### src/cpom_pkg.sv
// cpom_pkg: option encodings, image words, timing and pin grouping types
// for the configuration port option mux; shared by the mux, its checker and the testbench.
package cpom_pkg;

  // status pin option settings
  typedef enum logic [2:0] {
    CPOM_SDM_DISABLE,
    CPOM_SDM_REQUEST,
    CPOM_SDM_COMPLETE,
    CPOM_SDM_STARTUP,
    CPOM_SDM_REQ_COMPLETE,
    CPOM_SDM_ALL
  } cpom_sdm_t;

  // master spi option settings
  typedef enum logic [1:0] {
    CPOM_MSPI_DISABLE,
    CPOM_MSPI_ENABLE,
    CPOM_MSPI_USER_ONLY
  } cpom_mspi_t;

  // persisted option word
  typedef struct packed {
    logic jtag_keep;
    logic sspi_keep;
    cpom_mspi_t mspi_mode;
    logic i2c_keep;
    cpom_sdm_t status_pin_option;
    logic image_external;
    logic field_reload_enable;
  } cpom_opts_t;

  // resulting pin ownership
  typedef struct packed {
    logic jtag_to_cfg;
    logic spi_to_cfg;
    logic spi_to_efb;
    logic spi_gpio;
    logic i2c_to_cfg;
    logic i2c_ctrl_en;
    logic req_kept;
    logic done_kept;
    logic init_kept;
  } cpom_own_t;

  // image stream constants
  localparam logic [15:0] CPOM_SOD_WORD = 16'hBDB3;
  localparam int CPOM_CTRL_BITS = 32;
  localparam int CPOM_RATE_LSB = 0;
  localparam int CPOM_RATE_W = 8;

  // timing
  localparam int CPOM_CLK_HZ = 20000000;
  localparam int CPOM_START_KHZ = 2080;
  localparam int CPOM_MAX_KHZ = 133000;
  localparam int CPOM_TOL_PERMILLE = 55;
  localparam int CPOM_START_DIV =
    (CPOM_CLK_HZ / 1000 + 2 * CPOM_START_KHZ - 1) / (2 * CPOM_START_KHZ);
  localparam int CPOM_SWITCH_DLY = 4;
  localparam int CPOM_DIV_W = 8;

endpackage : cpom_pkg

### src/cpom_clk_div.sv
// cpom_clk_div: divides clk into the master configuration clock level,
// with a half period that may change on the fly, applied to the count in progress.
// assumes a single clk domain; half period count comes from same domain.
`timescale 1ns/1ns
`default_nettype none
module cpom_clk_div #(
  parameter int DIV_W = 8
) (
  // clock and reset
  input wire logic clk,
  input wire logic rst_b,
  // control
  input wire logic run,
  input wire logic [DIV_W-1:0] half_period,
  // output
  output logic mclk,
  output logic rise
);
  logic [DIV_W-1:0] cnt;

  // count half periods and toggle the clock level
  always_ff @(posedge clk or negedge rst_b) begin
    if (!rst_b) begin
      cnt <= '0;
      mclk <= 1'b0;
      rise <= 1'b0;
    end else if (!run) begin
      cnt <= '0;
      mclk <= 1'b0;
      rise <= 1'b0;
    end else if (cnt + 1'b1 >= half_period) begin
      cnt <= '0;
      mclk <= ~mclk;
      rise <= ~mclk;
    end else begin
      cnt <= cnt + 1'b1;
      rise <= 1'b0;
    end
  end
endmodule : cpom_clk_div
`default_nettype wire

### src/cpom_mux.sv
// cpom_mux: configuration port option mux. decides pin ownership in user
// mode from persisted options and runs the master clock from flash.
// assumes options are stable nonvolatile levels; pins are asynchronous.
//
// Overview of operation
// - jtag keep set: four jtag pins form the test access port
// - jtag keep clear: select pin high gives jtag, low gives gpio
// - select pin only has meaning while jtag keep is clear
// - slave spi keep: spi pins stay attached to configuration logic
// - spi pins are gpio only when slave and master spi disabled
// - master spi with external image boots flash, internal gives dual boot
// - master spi enable or user-only keeps pins, embedded block spi owns
// - i2c needs option enabled and bus clock at least 7.5x bit rate
// - i2c option clear: i2c pins become gpio
// - embedded i2c controllers run only with i2c option enabled
// - status option disabled: all three status pins become gpio
// - kept request pin low in user mode starts reconfiguration
// - complete-only setting frees request and startup pins
// - startup setting frees request and complete pins
// - request+complete frees startup; all-pins setting keeps all three
// - without request pin, reload only via reload command on live port
// - master clock starts near 2.08 mhz, within 5.5 percent
// - image read as padding, start word, then control register
// - shortly after rate field capture clock switches, up to 133 mhz; here at most 10 mhz (one clk per half period at 20 mhz)
// - options persist in storage; clock rate comes from the image
`timescale 1ns/1ns
`default_nettype none
module cpom_mux
  import cpom_pkg::*;
#(
  parameter int DIV_W = CPOM_DIV_W,
  parameter int RATE_W = CPOM_RATE_W
) (
  // clock and reset
  input wire logic clk,
  input wire logic rst_b,
  // persisted options and mode
  input wire cpom_pkg::cpom_opts_t opts,
  input wire logic cfg_sample,
  input wire logic user_mode,
  input wire logic boot_start,
  // pins from outside
  input wire logic jtag_pin_select,
  input wire logic reconfigure_request_pin,
  input wire logic spi_miso,
  // embedded block bus clock check and reload command
  input wire logic bus_clk_ok,
  input wire logic reload_cmd,
  // ownership and boot outputs
  output cpom_pkg::cpom_own_t own,
  output logic boot_flash,
  output logic boot_dual,
  output logic reconfig_start,
  output logic mclk_out,
  output logic mclk_oe,
  output logic [RATE_W-1:0] master_cfg_clock_rate,
  output logic rate_switched
);
  import cpom_pkg::*;

  typedef enum {
    CPOM_ST_IDLE,
    CPOM_ST_SOD,
    CPOM_ST_CTRL,
    CPOM_ST_WAIT,
    CPOM_ST_RUN
  } cpom_state_t;

  cpom_opts_t held;
  cpom_state_t state;
  logic sel_s1, sel_s2, req_s1, req_s2, req_d, miso_s1, miso_s2;
  logic [15:0] sod_sr;
  logic [CPOM_CTRL_BITS-1:0] ctrl_sr;
  logic [5:0] bit_cnt;
  logic [2:0] wait_cnt;
  logic [DIV_W-1:0] half_period;
  logic mclk, mrise, spi_live, cfg_port_live;

  // sample options at configuration time and hold them
  always_ff @(posedge clk or negedge rst_b) begin
    if (!rst_b) begin
      held <= '0;
    end else if (cfg_sample && !user_mode) begin
      held <= opts;
    end
  end

  // two-flop synchronisers for pin inputs
  always_ff @(posedge clk or negedge rst_b) begin
    if (!rst_b) begin
      sel_s1 <= 1'b0;
      sel_s2 <= 1'b0;
      req_s1 <= 1'b1;
      req_s2 <= 1'b1;
      miso_s1 <= 1'b0;
      miso_s2 <= 1'b0;
    end else begin
      sel_s1 <= jtag_pin_select;
      sel_s2 <= sel_s1;
      req_s1 <= reconfigure_request_pin;
      req_s2 <= req_s1;
      miso_s1 <= spi_miso;
      miso_s2 <= miso_s1;
    end
  end

  assign spi_live = held.sspi_keep;
  assign cfg_port_live = held.jtag_keep || sel_s2 || spi_live ||
    (held.i2c_keep && bus_clk_ok);

  // pin ownership from the held options
  always_ff @(posedge clk or negedge rst_b) begin
    if (!rst_b) begin
      own <= '0;
    end else if (!user_mode) begin
      own <= '0;
    end else begin
      // select pin honoured only when keep is clear
      own.jtag_to_cfg <= held.jtag_keep ? 1'b1 : sel_s2;
      own.spi_to_cfg <= held.sspi_keep;
      own.spi_to_efb <= held.mspi_mode != CPOM_MSPI_DISABLE;
      own.spi_gpio <= !held.sspi_keep &&
        held.mspi_mode == CPOM_MSPI_DISABLE;
      own.i2c_to_cfg <= held.i2c_keep && bus_clk_ok;
      own.i2c_ctrl_en <= held.i2c_keep;
      unique case (held.status_pin_option)
        CPOM_SDM_REQUEST: begin
          own.req_kept <= 1'b1;
          own.done_kept <= 1'b0;
          own.init_kept <= 1'b0;
        end
        CPOM_SDM_COMPLETE: begin
          own.req_kept <= 1'b0;
          own.done_kept <= 1'b1;
          own.init_kept <= 1'b0;
        end
        CPOM_SDM_STARTUP: begin
          own.req_kept <= 1'b0;
          own.done_kept <= 1'b0;
          own.init_kept <= 1'b1;
        end
        CPOM_SDM_REQ_COMPLETE: begin
          own.req_kept <= 1'b1;
          own.done_kept <= 1'b1;
          own.init_kept <= 1'b0;
        end
        CPOM_SDM_ALL: begin
          own.req_kept <= 1'b1;
          own.done_kept <= 1'b1;
          own.init_kept <= 1'b1;
        end
        default: begin
          own.req_kept <= 1'b0;
          own.done_kept <= 1'b0;
          own.init_kept <= 1'b0;
        end
      endcase
    end
  end

  // reconfiguration triggers: falling request pin or reload command
  always_ff @(posedge clk or negedge rst_b) begin
    if (!rst_b) begin
      req_d <= 1'b1;
      reconfig_start <= 1'b0;
    end else begin
      req_d <= req_s2;
      reconfig_start <= user_mode && (
        (own.req_kept && req_d && !req_s2) ||
        (reload_cmd && cfg_port_live));
    end
  end

  // boot mode from master spi option and image storage
  always_ff @(posedge clk or negedge rst_b) begin
    if (!rst_b) begin
      boot_flash <= 1'b0;
      boot_dual <= 1'b0;
    end else begin
      boot_flash <= held.mspi_mode == CPOM_MSPI_ENABLE &&
        held.image_external;
      boot_dual <= held.mspi_mode == CPOM_MSPI_ENABLE &&
        !held.image_external;
    end
  end

  // master clock divider; start rate until the image sets another
  cpom_clk_div #(
    .DIV_W(DIV_W)
  ) u_div (
    .clk(clk),
    .rst_b(rst_b),
    .run(state != CPOM_ST_IDLE),
    .half_period(half_period),
    .mclk(mclk),
    .rise(mrise)
  );

  // image reader: padding, start word, control register, switch
  always_ff @(posedge clk or negedge rst_b) begin
    if (!rst_b) begin
      state <= CPOM_ST_IDLE;
      sod_sr <= '0;
      ctrl_sr <= '0;
      bit_cnt <= '0;
      wait_cnt <= '0;
    end else begin
      unique case (state)
        CPOM_ST_IDLE: begin
          sod_sr <= '0;
          if (boot_start && (boot_flash || boot_dual)) begin
            state <= CPOM_ST_SOD;
          end
        end
        CPOM_ST_SOD: begin
          if (mrise) begin
            sod_sr <= {sod_sr[14:0], miso_s2};
            if ({sod_sr[14:0], miso_s2} == CPOM_SOD_WORD) begin
              state <= CPOM_ST_CTRL;
              bit_cnt <= '0;
            end
          end
        end
        CPOM_ST_CTRL: begin
          if (mrise) begin
            ctrl_sr <= {ctrl_sr[CPOM_CTRL_BITS-2:0], miso_s2};
            bit_cnt <= bit_cnt + 6'h01;
            if (bit_cnt == 6'(CPOM_CTRL_BITS - 1)) begin
              state <= CPOM_ST_WAIT;
              wait_cnt <= '0;
            end
          end
        end
        CPOM_ST_WAIT: begin
          wait_cnt <= wait_cnt + 3'h1;
          if (wait_cnt == 3'(CPOM_SWITCH_DLY - 1)) begin
            state <= CPOM_ST_RUN;
          end
        end
        CPOM_ST_RUN: begin
          if (!boot_start) begin
            state <= CPOM_ST_IDLE;
          end
        end
      endcase
    end
  end

  // half period: start value, then from captured rate field
  always_ff @(posedge clk or negedge rst_b) begin
    if (!rst_b) begin
      half_period <= DIV_W'(CPOM_START_DIV);
      master_cfg_clock_rate <= '0;
      rate_switched <= 1'b0;
    end else if (state == CPOM_ST_IDLE) begin
      half_period <= DIV_W'(CPOM_START_DIV);
      rate_switched <= 1'b0;
    end else if (state == CPOM_ST_WAIT &&
                 wait_cnt == 3'(CPOM_SWITCH_DLY - 1)) begin
      master_cfg_clock_rate <= ctrl_sr[CPOM_RATE_LSB +: RATE_W];
      // zero keeps start rate; fastest is one clk per half period
      if (ctrl_sr[CPOM_RATE_LSB +: RATE_W] != '0) begin
        half_period <= DIV_W'(ctrl_sr[CPOM_RATE_LSB +: RATE_W]);
      end
      rate_switched <= 1'b1;
    end
  end

  // registered clock pin outputs
  always_ff @(posedge clk or negedge rst_b) begin
    if (!rst_b) begin
      mclk_out <= 1'b0;
      mclk_oe <= 1'b0;
    end else begin
      mclk_out <= mclk;
      mclk_oe <= state != CPOM_ST_IDLE;
    end
  end
endmodule : cpom_mux
`default_nettype wire

### config.mk
export PLATFORM = sky130hd
export DESIGN_NAME = cpom_mux
export DESIGN_NICKNAME = d
export VERILOG_FILES = /design/src/cpom_pkg.sv /design/src/cpom_clk_div.sv /design/src/cpom_mux.sv
export SDC_FILE = /design/constraint.sdc
export NUM_CORES = 1
export LEC_CHECK = 0
export BUFFER_PORTS_ARGS = -buffer_cell sky130_fd_sc_hd__clkbuf_2
export CAP_MARGIN = 20
export CORE_UTILIZATION = 30
export DETAILED_ROUTE_END_ITERATION = 8
export REMOVE_ABC_BUFFERS = 1
export SYNTH_ARGS = -nofsm -noshare
export SYNTH_HDL_FRONTEND = slang
export SYNTH_SLANG_ARGS = --single-unit
### constraint.sdc
create_clock -name clk -period 3.5 [get_ports clk]
set_input_delay 0 -clock clk [delete_from_list [all_inputs] [get_ports clk]]
set_output_delay 0 -clock clk [all_outputs]
set_load 0.05 [all_outputs]
==> flow_metrics.env, run 1 <==
export IMPL_synth_cell_types=51
export IMPL_slew_headroom_pct=34.13
export IMPL_reg2reg_to="u_div.cnt[7]"
export IMPL_min_period_over_period_pct=66.64
export IMPL_path_max_fanout=10
export IMPL_pwr_share_clk_pct=36.2
export IMPL_cp_data_arrival_time_ns=2.58
export IMPL_hold_viol=0
export IMPL_netlist_area_leader_share_pct=56.62
export IMPL_initial_core_util_pct=31.36
export IMPL_peakVddDrop_v=0.0003395
export IMPL_r2r_start="u_div.cnt[0]"
export IMPL_p_sw_w=0.0007622
export IMPL_clkTransAtPathRegs_ns=0.07
export IMPL_swShare_pct=28.41
export IMPL_slowest_stage="a221o_1"
export IMPL_setup_tns_ns=0
export IMPL_crit_start="u_div.cnt[0]"
export IMPL_hp_class="input pin to flop"
export IMPL_place_congestion=0.7361
export IMPL_cts_resized=0
export IMPL_grt_overflow=0
export IMPL_max_freq_mhz=428.7
export IMPL_p_comb_share_pct=16.7
export IMPL_synth_edf_count=0
export IMPL_grt_pass1_vias=2642
export IMPL_reg2regPathDepth=9
export IMPL_critPathKind="flop to flop"
export IMPL_seq_area_frac_synth_pct=60.04
export IMPL_final_cell_area_mm2=0.004692
export IMPL_fin_crit_ns=2.332
export IMPL_regToRegSetupSlack_ns=1.17
export IMPL_yosysWarnings=0
export IMPL_vias=2530
export IMPL_dp_hpwl_um=4664
export IMPL_critPathBufInv=0
export IMPL_synthToLayoutAreaGrowth_pct=22.03
export IMPL_syn_area_mm2=0.003845
export IMPL_regArea_mm2=0.002308
export IMPL_num_nets_final=391
export IMPL_yosys_area_top_type="dfrtp_1"
export IMPL_tightest_slew_ns=0.9815
export IMPL_clock_latency_ns=0.34
export IMPL_worstPathCellList="ha_1, nand3_1, nor2_1, xor2_1, ha_1, nand4_1, nor2_1, a221o_1, nor3b_1"
export IMPL_pin_count=43
export IMPL_grt_pass1_wl_um=12460
export IMPL_p_per_area_mw_per_mm2=571.9
export IMPL_cts_setup_buffers=0
export IMPL_viasPerCell=4.756
export IMPL_placed_area_mm2=0.004222
export IMPL_synthTopCellsByArea="dfrtp_1, mux2_2, a22o_1"
export IMPL_dp_slack_ns=1.135
export IMPL_layout_drive_gt1_share_pct=25.27
export IMPL_crit_family="simple AND/OR/NAND/NOR gates"
export IMPL_skew_ns=0.005970
export IMPL_final_cell_mix="dfrtp_1, clkbuf_2, mux2_2"
export IMPL_status="finished, final reports clean"
export IMPL_drc=0
export IMPL_finalSetupViolCount=0
export IMPL_maxCapViolations=0
export IMPL_drt_total_wl_um=6998
export IMPL_cts_root_buf="clkbuf_16"
export IMPL_cts_buffers=9
export IMPL_grt_max_degree=69
export IMPL_design_die_area_mm2=0.01327
export IMPL_synth_ff_latch_count=92
export IMPL_n_antenna_cell=0
export IMPL_hp_start="cfg_sample"
export IMPL_ys_flop_type="dfrtp_1"
export IMPL_slowest_delay_ns=0.48
export IMPL_core_mm2=0.01226
export IMPL_final_common_cell="dfrtp_1"
export IMPL_leakage_nw=2.239
export IMPL_fin_ws_ns=1.168
export IMPL_postCtsHoldBufs=17
export IMPL_crit_path_end="u_div.cnt[7]"
export IMPL_die_h_um=115.2
export IMPL_path_depth=9
export IMPL_cts_sinks=92
export IMPL_num_fill_cells=1190
export IMPL_p_int_w=0.001921
export IMPL_async_flop_share_pct=100.0
export IMPL_cts_max_path_buffers=2
export IMPL_cts_tree="built"
export IMPL_rsz0062_at_grt="false"
export IMPL_routedWlPerCell_um=13.15
export IMPL_end_kind="flop"
export IMPL_drv_slew=0
export IMPL_first_pass_iters=6
export IMPL_critPathRequiredTime_ns=3.75
export IMPL_grt_total_usage_pct=12.18
export IMPL_drt_iter0_drc=97
export IMPL_ant_nets=0
export IMPL_multi_input_area_mm2=0.001424
export IMPL_port_buffers=41
export IMPL_die_w_um=115.2
export IMPL_pwr_share_seq_pct=47.1
export IMPL_start_kind="flop"
export IMPL_synth_cells=302
export IMPL_antenna_found_initial=0
export IMPL_htreeDepth=3
export IMPL_synth_area_per_cell_um2=12.73
export IMPL_num_rows=40
==> cell usage after synthesis, drive strengths merged, types with 2 or more instances <==
master / instances
inv: 15
a22o: 23
clkbuf: 11
dfstp: 5
nand4: 4
mux2: 24
a211oi: 2
o21a: 2
nand2b: 2
buf: 3
a21o: 2
nand2: 17
nor3: 4
dfrtp: 87
nor2: 8
or4: 4
and3: 5
o21ai: 11
xnor2: 3
nor3b: 10
ha: 12
nor2b: 7
xor2: 4
mux2i: 6
nand3: 6
and2: 5
==> final cells by class <==
type | count | share of cell area, %
timing repair buffer | 60 | 8.373
sequential | 92 | 49.20
clock buffer | 10 | 4.880
multi-input combinational | 181 | 30.35
clock inverter | 6 | 1.520
tap | 168 | 4.480
inverter | 15 | 1.200
==> worst min path at each step <==
stage,to,slack [ns],cells after the start
6_report,held[4],0.28,3
5_1_grt,req_s1,0.28,2
4_1_cts,req_s1,0.27,2
3_5_place_dp,req_s1,0.09,1
3_3_place_gp,req_s1,0.09,1
2_1_floorplan,bit_cnt[0],-0.30,0
==> registers in the layout, indices dropped and copies added, names as in the netlist, 3 cells and up <==
name and cells:
wait_cnt 3, u_div.cnt 8, ctrl_sr 8, own 9, half_period 8, state 3, held 8, sod_sr 15
bit_cnt 6, master_cfg_clock_rate 8
==> kinds of logic after synthesis <==
group                      Yosys count  share of synthesized area (%)
adders and majority gates           12                          3.905
AOI/OAI and AO/OA                   53                          10.77
buffers and inverters               29                          2.929
xor gates and xnor gates             7                          1.595
and+or+nand+nor                     79                          12.17
DFF                                 92                          60.04
muxes                               30                          8.591
==> power groups by stage <==
stage / Clock, W / Combinational, W / Sequential, W
global placement: 0 / 0.000430 / 0.00128
finish: 0.000972 / 0.000448 / 0.00126
CTS: 0.00100 / 0.000455 / 0.00126
global route: 0.00105 / 0.000509 / 0.00128
detailed placement: 0 / 0.000437 / 0.00128
floorplan: 0 / 0.000258 / 0.00133
==> through the flow <==
| stage | std cells | total power, W | hold slack [ns] | utilization (%) |
|---|---|---|---|---|
| 2_1_floorplan | 288 | 0.001586 | -0.2956 | - |
| 3_3_place_gp | 499 | 0.001709 | 0.08739 | 34.43 |
| 3_5_place_dp | 499 | 0.001717 | 0.09203 | 34.43 |
| 4_1_cts | 532 | 0.002721 | 0.2709 | 38.27 |
| 5_1_grt | 532 | 0.002836 | 0.2804 | 38.27 |
| 6_report | 532 | 0.002683 | 0.2770 | 38.27 |
==> worst min-delay path: cells and delay by family <==
family / cells / cell delay (ns)
buffers and inverters: 1 / 0.08
muxes: 1 / 0.27
and+or+nand+nor: 1 / 0.25
==> per-layer routing <==
metal | GRT usage, % | part of all wire [%]
met5 | 0 | 0
met4 | 3.983 | 0.81
met3 | 5.113 | 4.6
met2 | 19.68 | 48
met1 | 14.70 | 46
No activity file was read; power rests on OpenSTA's default activity.
==> inputs of run 2 (changes only) <==
Clock period 3.5 ns to 2.3 ns, I/O delays scaled along.
==> run 2 against run 1 <==
Routed wire length increased by 4.7%. Via count up 0.24%. Die area unchanged. Clock skew up 0.00084 ns. Critical path type unchanged. Sequential power rose by 51%. Clock-buffer cell count is 3 higher. Core utilization rose by 1.4 points. First-iteration DRC count rose by 78%. Worst setup slack lost 1.1 ns.
==> flow_metrics.env, run 2 (same netlist as run 1, synthesis figures left out) <==
export IMPL_path_max_fanout=5
export IMPL_synthToLayoutAreaGrowth_pct=26.36
export IMPL_grt_max_degree=48
export IMPL_n_antenna_cell=0
export IMPL_grt_pass1_vias=2527
export IMPL_cts_sinks=92
export IMPL_layout_drive_gt1_share_pct=30.48
export IMPL_design_die_area_mm2=0.01327
export IMPL_ant_nets=0
export IMPL_cts_buffers=9
export IMPL_hold_depth=4
export IMPL_clock_latency_ns=0.34
export IMPL_pwr_share_clk_pct=36.4
export IMPL_vias=2536
export IMPL_p_int_w=0.003085
export IMPL_maxCapViolations=0
export IMPL_largest_register_ffs=15
export IMPL_pin_count=43
export IMPL_hold_end="reconfig_start"
export IMPL_critPathRequiredTime_ns=2.56
export IMPL_place_congestion=0.7445
export IMPL_setup_tns_ns=0
export IMPL_die_h_um=115.2
export IMPL_final_cell_mix="dfrtp_1, clkbuf_2, mux2_2"
export IMPL_end_kind="flop"
export IMPL_placed_area_mm2=0.004294
export IMPL_drc=0
export IMPL_max_freq_mhz=452.1
export IMPL_drt_iter0_drc=173
export IMPL_swShare_pct=27.62
export IMPL_pwr_share_seq_pct=44.5
export IMPL_p_sw_w=0.001177
export IMPL_routedWlPerCell_um=13.51
export IMPL_viasPerCell=4.679
export IMPL_drv_slew=0
export IMPL_final_common_cell="dfrtp_1"
export IMPL_grt_overflow=0
export IMPL_num_fill_cells=1171
export IMPL_leakage_nw=2.340
export IMPL_reg2regPathDepth=8
export IMPL_slew_headroom_pct=32.63
export IMPL_cts_tree="built"
export IMPL_core_mm2=0.01226
export IMPL_hp_start="reload_cmd"
export IMPL_regMostFlops="sod_sr"
export IMPL_final_cell_count_no_fill=542
export IMPL_finalSetupViolCount=0
export IMPL_clkTransAtPathRegs_ns=0.06
export IMPL_htreeDepth=3
export IMPL_tightest_slew_ns=1.004
export IMPL_port_buffers=41
export IMPL_final_cell_area_mm2=0.004858
export IMPL_power_w=0.004262
export IMPL_peakVddDrop_v=0.0004788
export IMPL_p_per_area_mw_per_mm2=877.2
export IMPL_initial_core_util_pct=31.36
export IMPL_hold_viol=0
export IMPL_cts_max_path_buffers=2
export IMPL_grt_total_usage_pct=12.21
export IMPL_start_kind="flop"
export IMPL_critPathKind="flop to flop"
export IMPL_cp_data_arrival_time_ns=2.48
export IMPL_status="finished, final reports clean"
export IMPL_num_rows=40
export IMPL_regToRegSetupSlack_ns=0.09
export IMPL_antenna_found_initial=0
export IMPL_dp_cells=507
export IMPL_fin_crit_ns=2.212
export IMPL_cts_root_buf="clkbuf_16"
export IMPL_first_pass_iters=4
export IMPL_dp_hpwl_um=4756
export IMPL_reg_top3="sod_sr (15), own (9)"
export IMPL_drt_total_wl_um=7324
export IMPL_min_period_over_period_pct=96.17
export IMPL_r2r_start="u_div.cnt[0]"
export IMPL_skew_ns=0.006806
export IMPL_hp_class="input pin to flop"
export IMPL_reg2reg_to="u_div.cnt[6]"
export IMPL_p_comb_share_pct=19.1
export IMPL_grt_pass1_wl_um=12330
export IMPL_num_nets_final=401
export IMPL_die_w_um=115.2
export IMPL_fin_util_pct=39.62
[run 2: critical path, cell delays in order (launching register included)]
cell and delay [ns]:
dfrtp_1 0.37, ha_2 0.22, nand3_1 0.12, nor2_1 0.15
xor2_1 0.20, ha_1 0.27, a21o_1 0.19, a221o_2 0.42
nor3b_2 0.20
[run 2: metal layers]
layer / share of wire (%) / up-vias / wire length [um] / global-route usage [%]
met5: 0 / - / 0 / 0
li1: - / 1223 / - / -
met2: 46 / 42 / 3373 / 18.27
met4: 2.0 / 0 / 143 / 5.714
met1: 48 / 1259 / 3532 / 16.13
met3: 3.7 / 12 / 274 / 3.795
[run 2: per-stage QoR]
| stage | hold WS [ns] | worst slack (ns) |
|---|---|---|
| final | 0.01597 | 0.08807 |
| after global routing | 0.08095 | -0.008159 |
| after CTS | 0.0009620 | 0.005108 |
| after detailed placement | 0.05824 | -0.01587 |
| after global placement | 0.04912 | 0.1015 |
| after floorplan | -0.2956 | 0.2283 |
[run 2: what timing repair did]
action	4_1_cts	5_1_grt
hold buffers	16	0
pin swaps	0	2
gates resized for setup	3	9
setup buffers	0	2
setup endpoints to repair	3	10
hold endpoints to repair	59	0
cloned	0	1
[run 2: worst max-delay path by stage]
| stage | from | to | slack, ns | cells after the start |
|---|---|---|---|---|
| 3_3_place_gp | u_div.cnt[0] | u_div.cnt[7] | 0.10 | 9 |
| 2_1_floorplan | u_div.cnt[0] | u_div.cnt[5] | 0.23 | 9 |
| 5_1_grt | u_div.cnt[0] | u_div.mclk | -0.008 | 8 |
| 4_1_cts | u_div.cnt[1] | u_div.cnt[6] | 0.005 | 9 |
| 6_report | u_div.cnt[0] | u_div.cnt[6] | 0.09 | 8 |
| 3_5_place_dp | u_div.cnt[0] | u_div.cnt[5] | -0.02 | 7 |
[run 2: layout make-up]
type	count	area, um2	share of cell area, %
clock buffer	13	280.3	5.769
clock inverter	3	42.54	0.8756
inverter	15	56.30	1.159
multi-input combinational	182	1490	30.67
sequential	92	2308	47.51
tap	168	210.2	4.327
timing repair buffer	69	470.5	9.683
[run 2: power groups by stage]
stage	Sequential [W]	Clock, W	Combinational (W)
final	0.00190	0.00155	0.000813
after global routing	0.00192	0.00167	0.000901
after CTS	0.00190	0.00160	0.000744
after detailed placement	0.00192	0	0.000703
after global placement	0.00191	0	0.000683
after floorplan	0.00202	0	0.000392
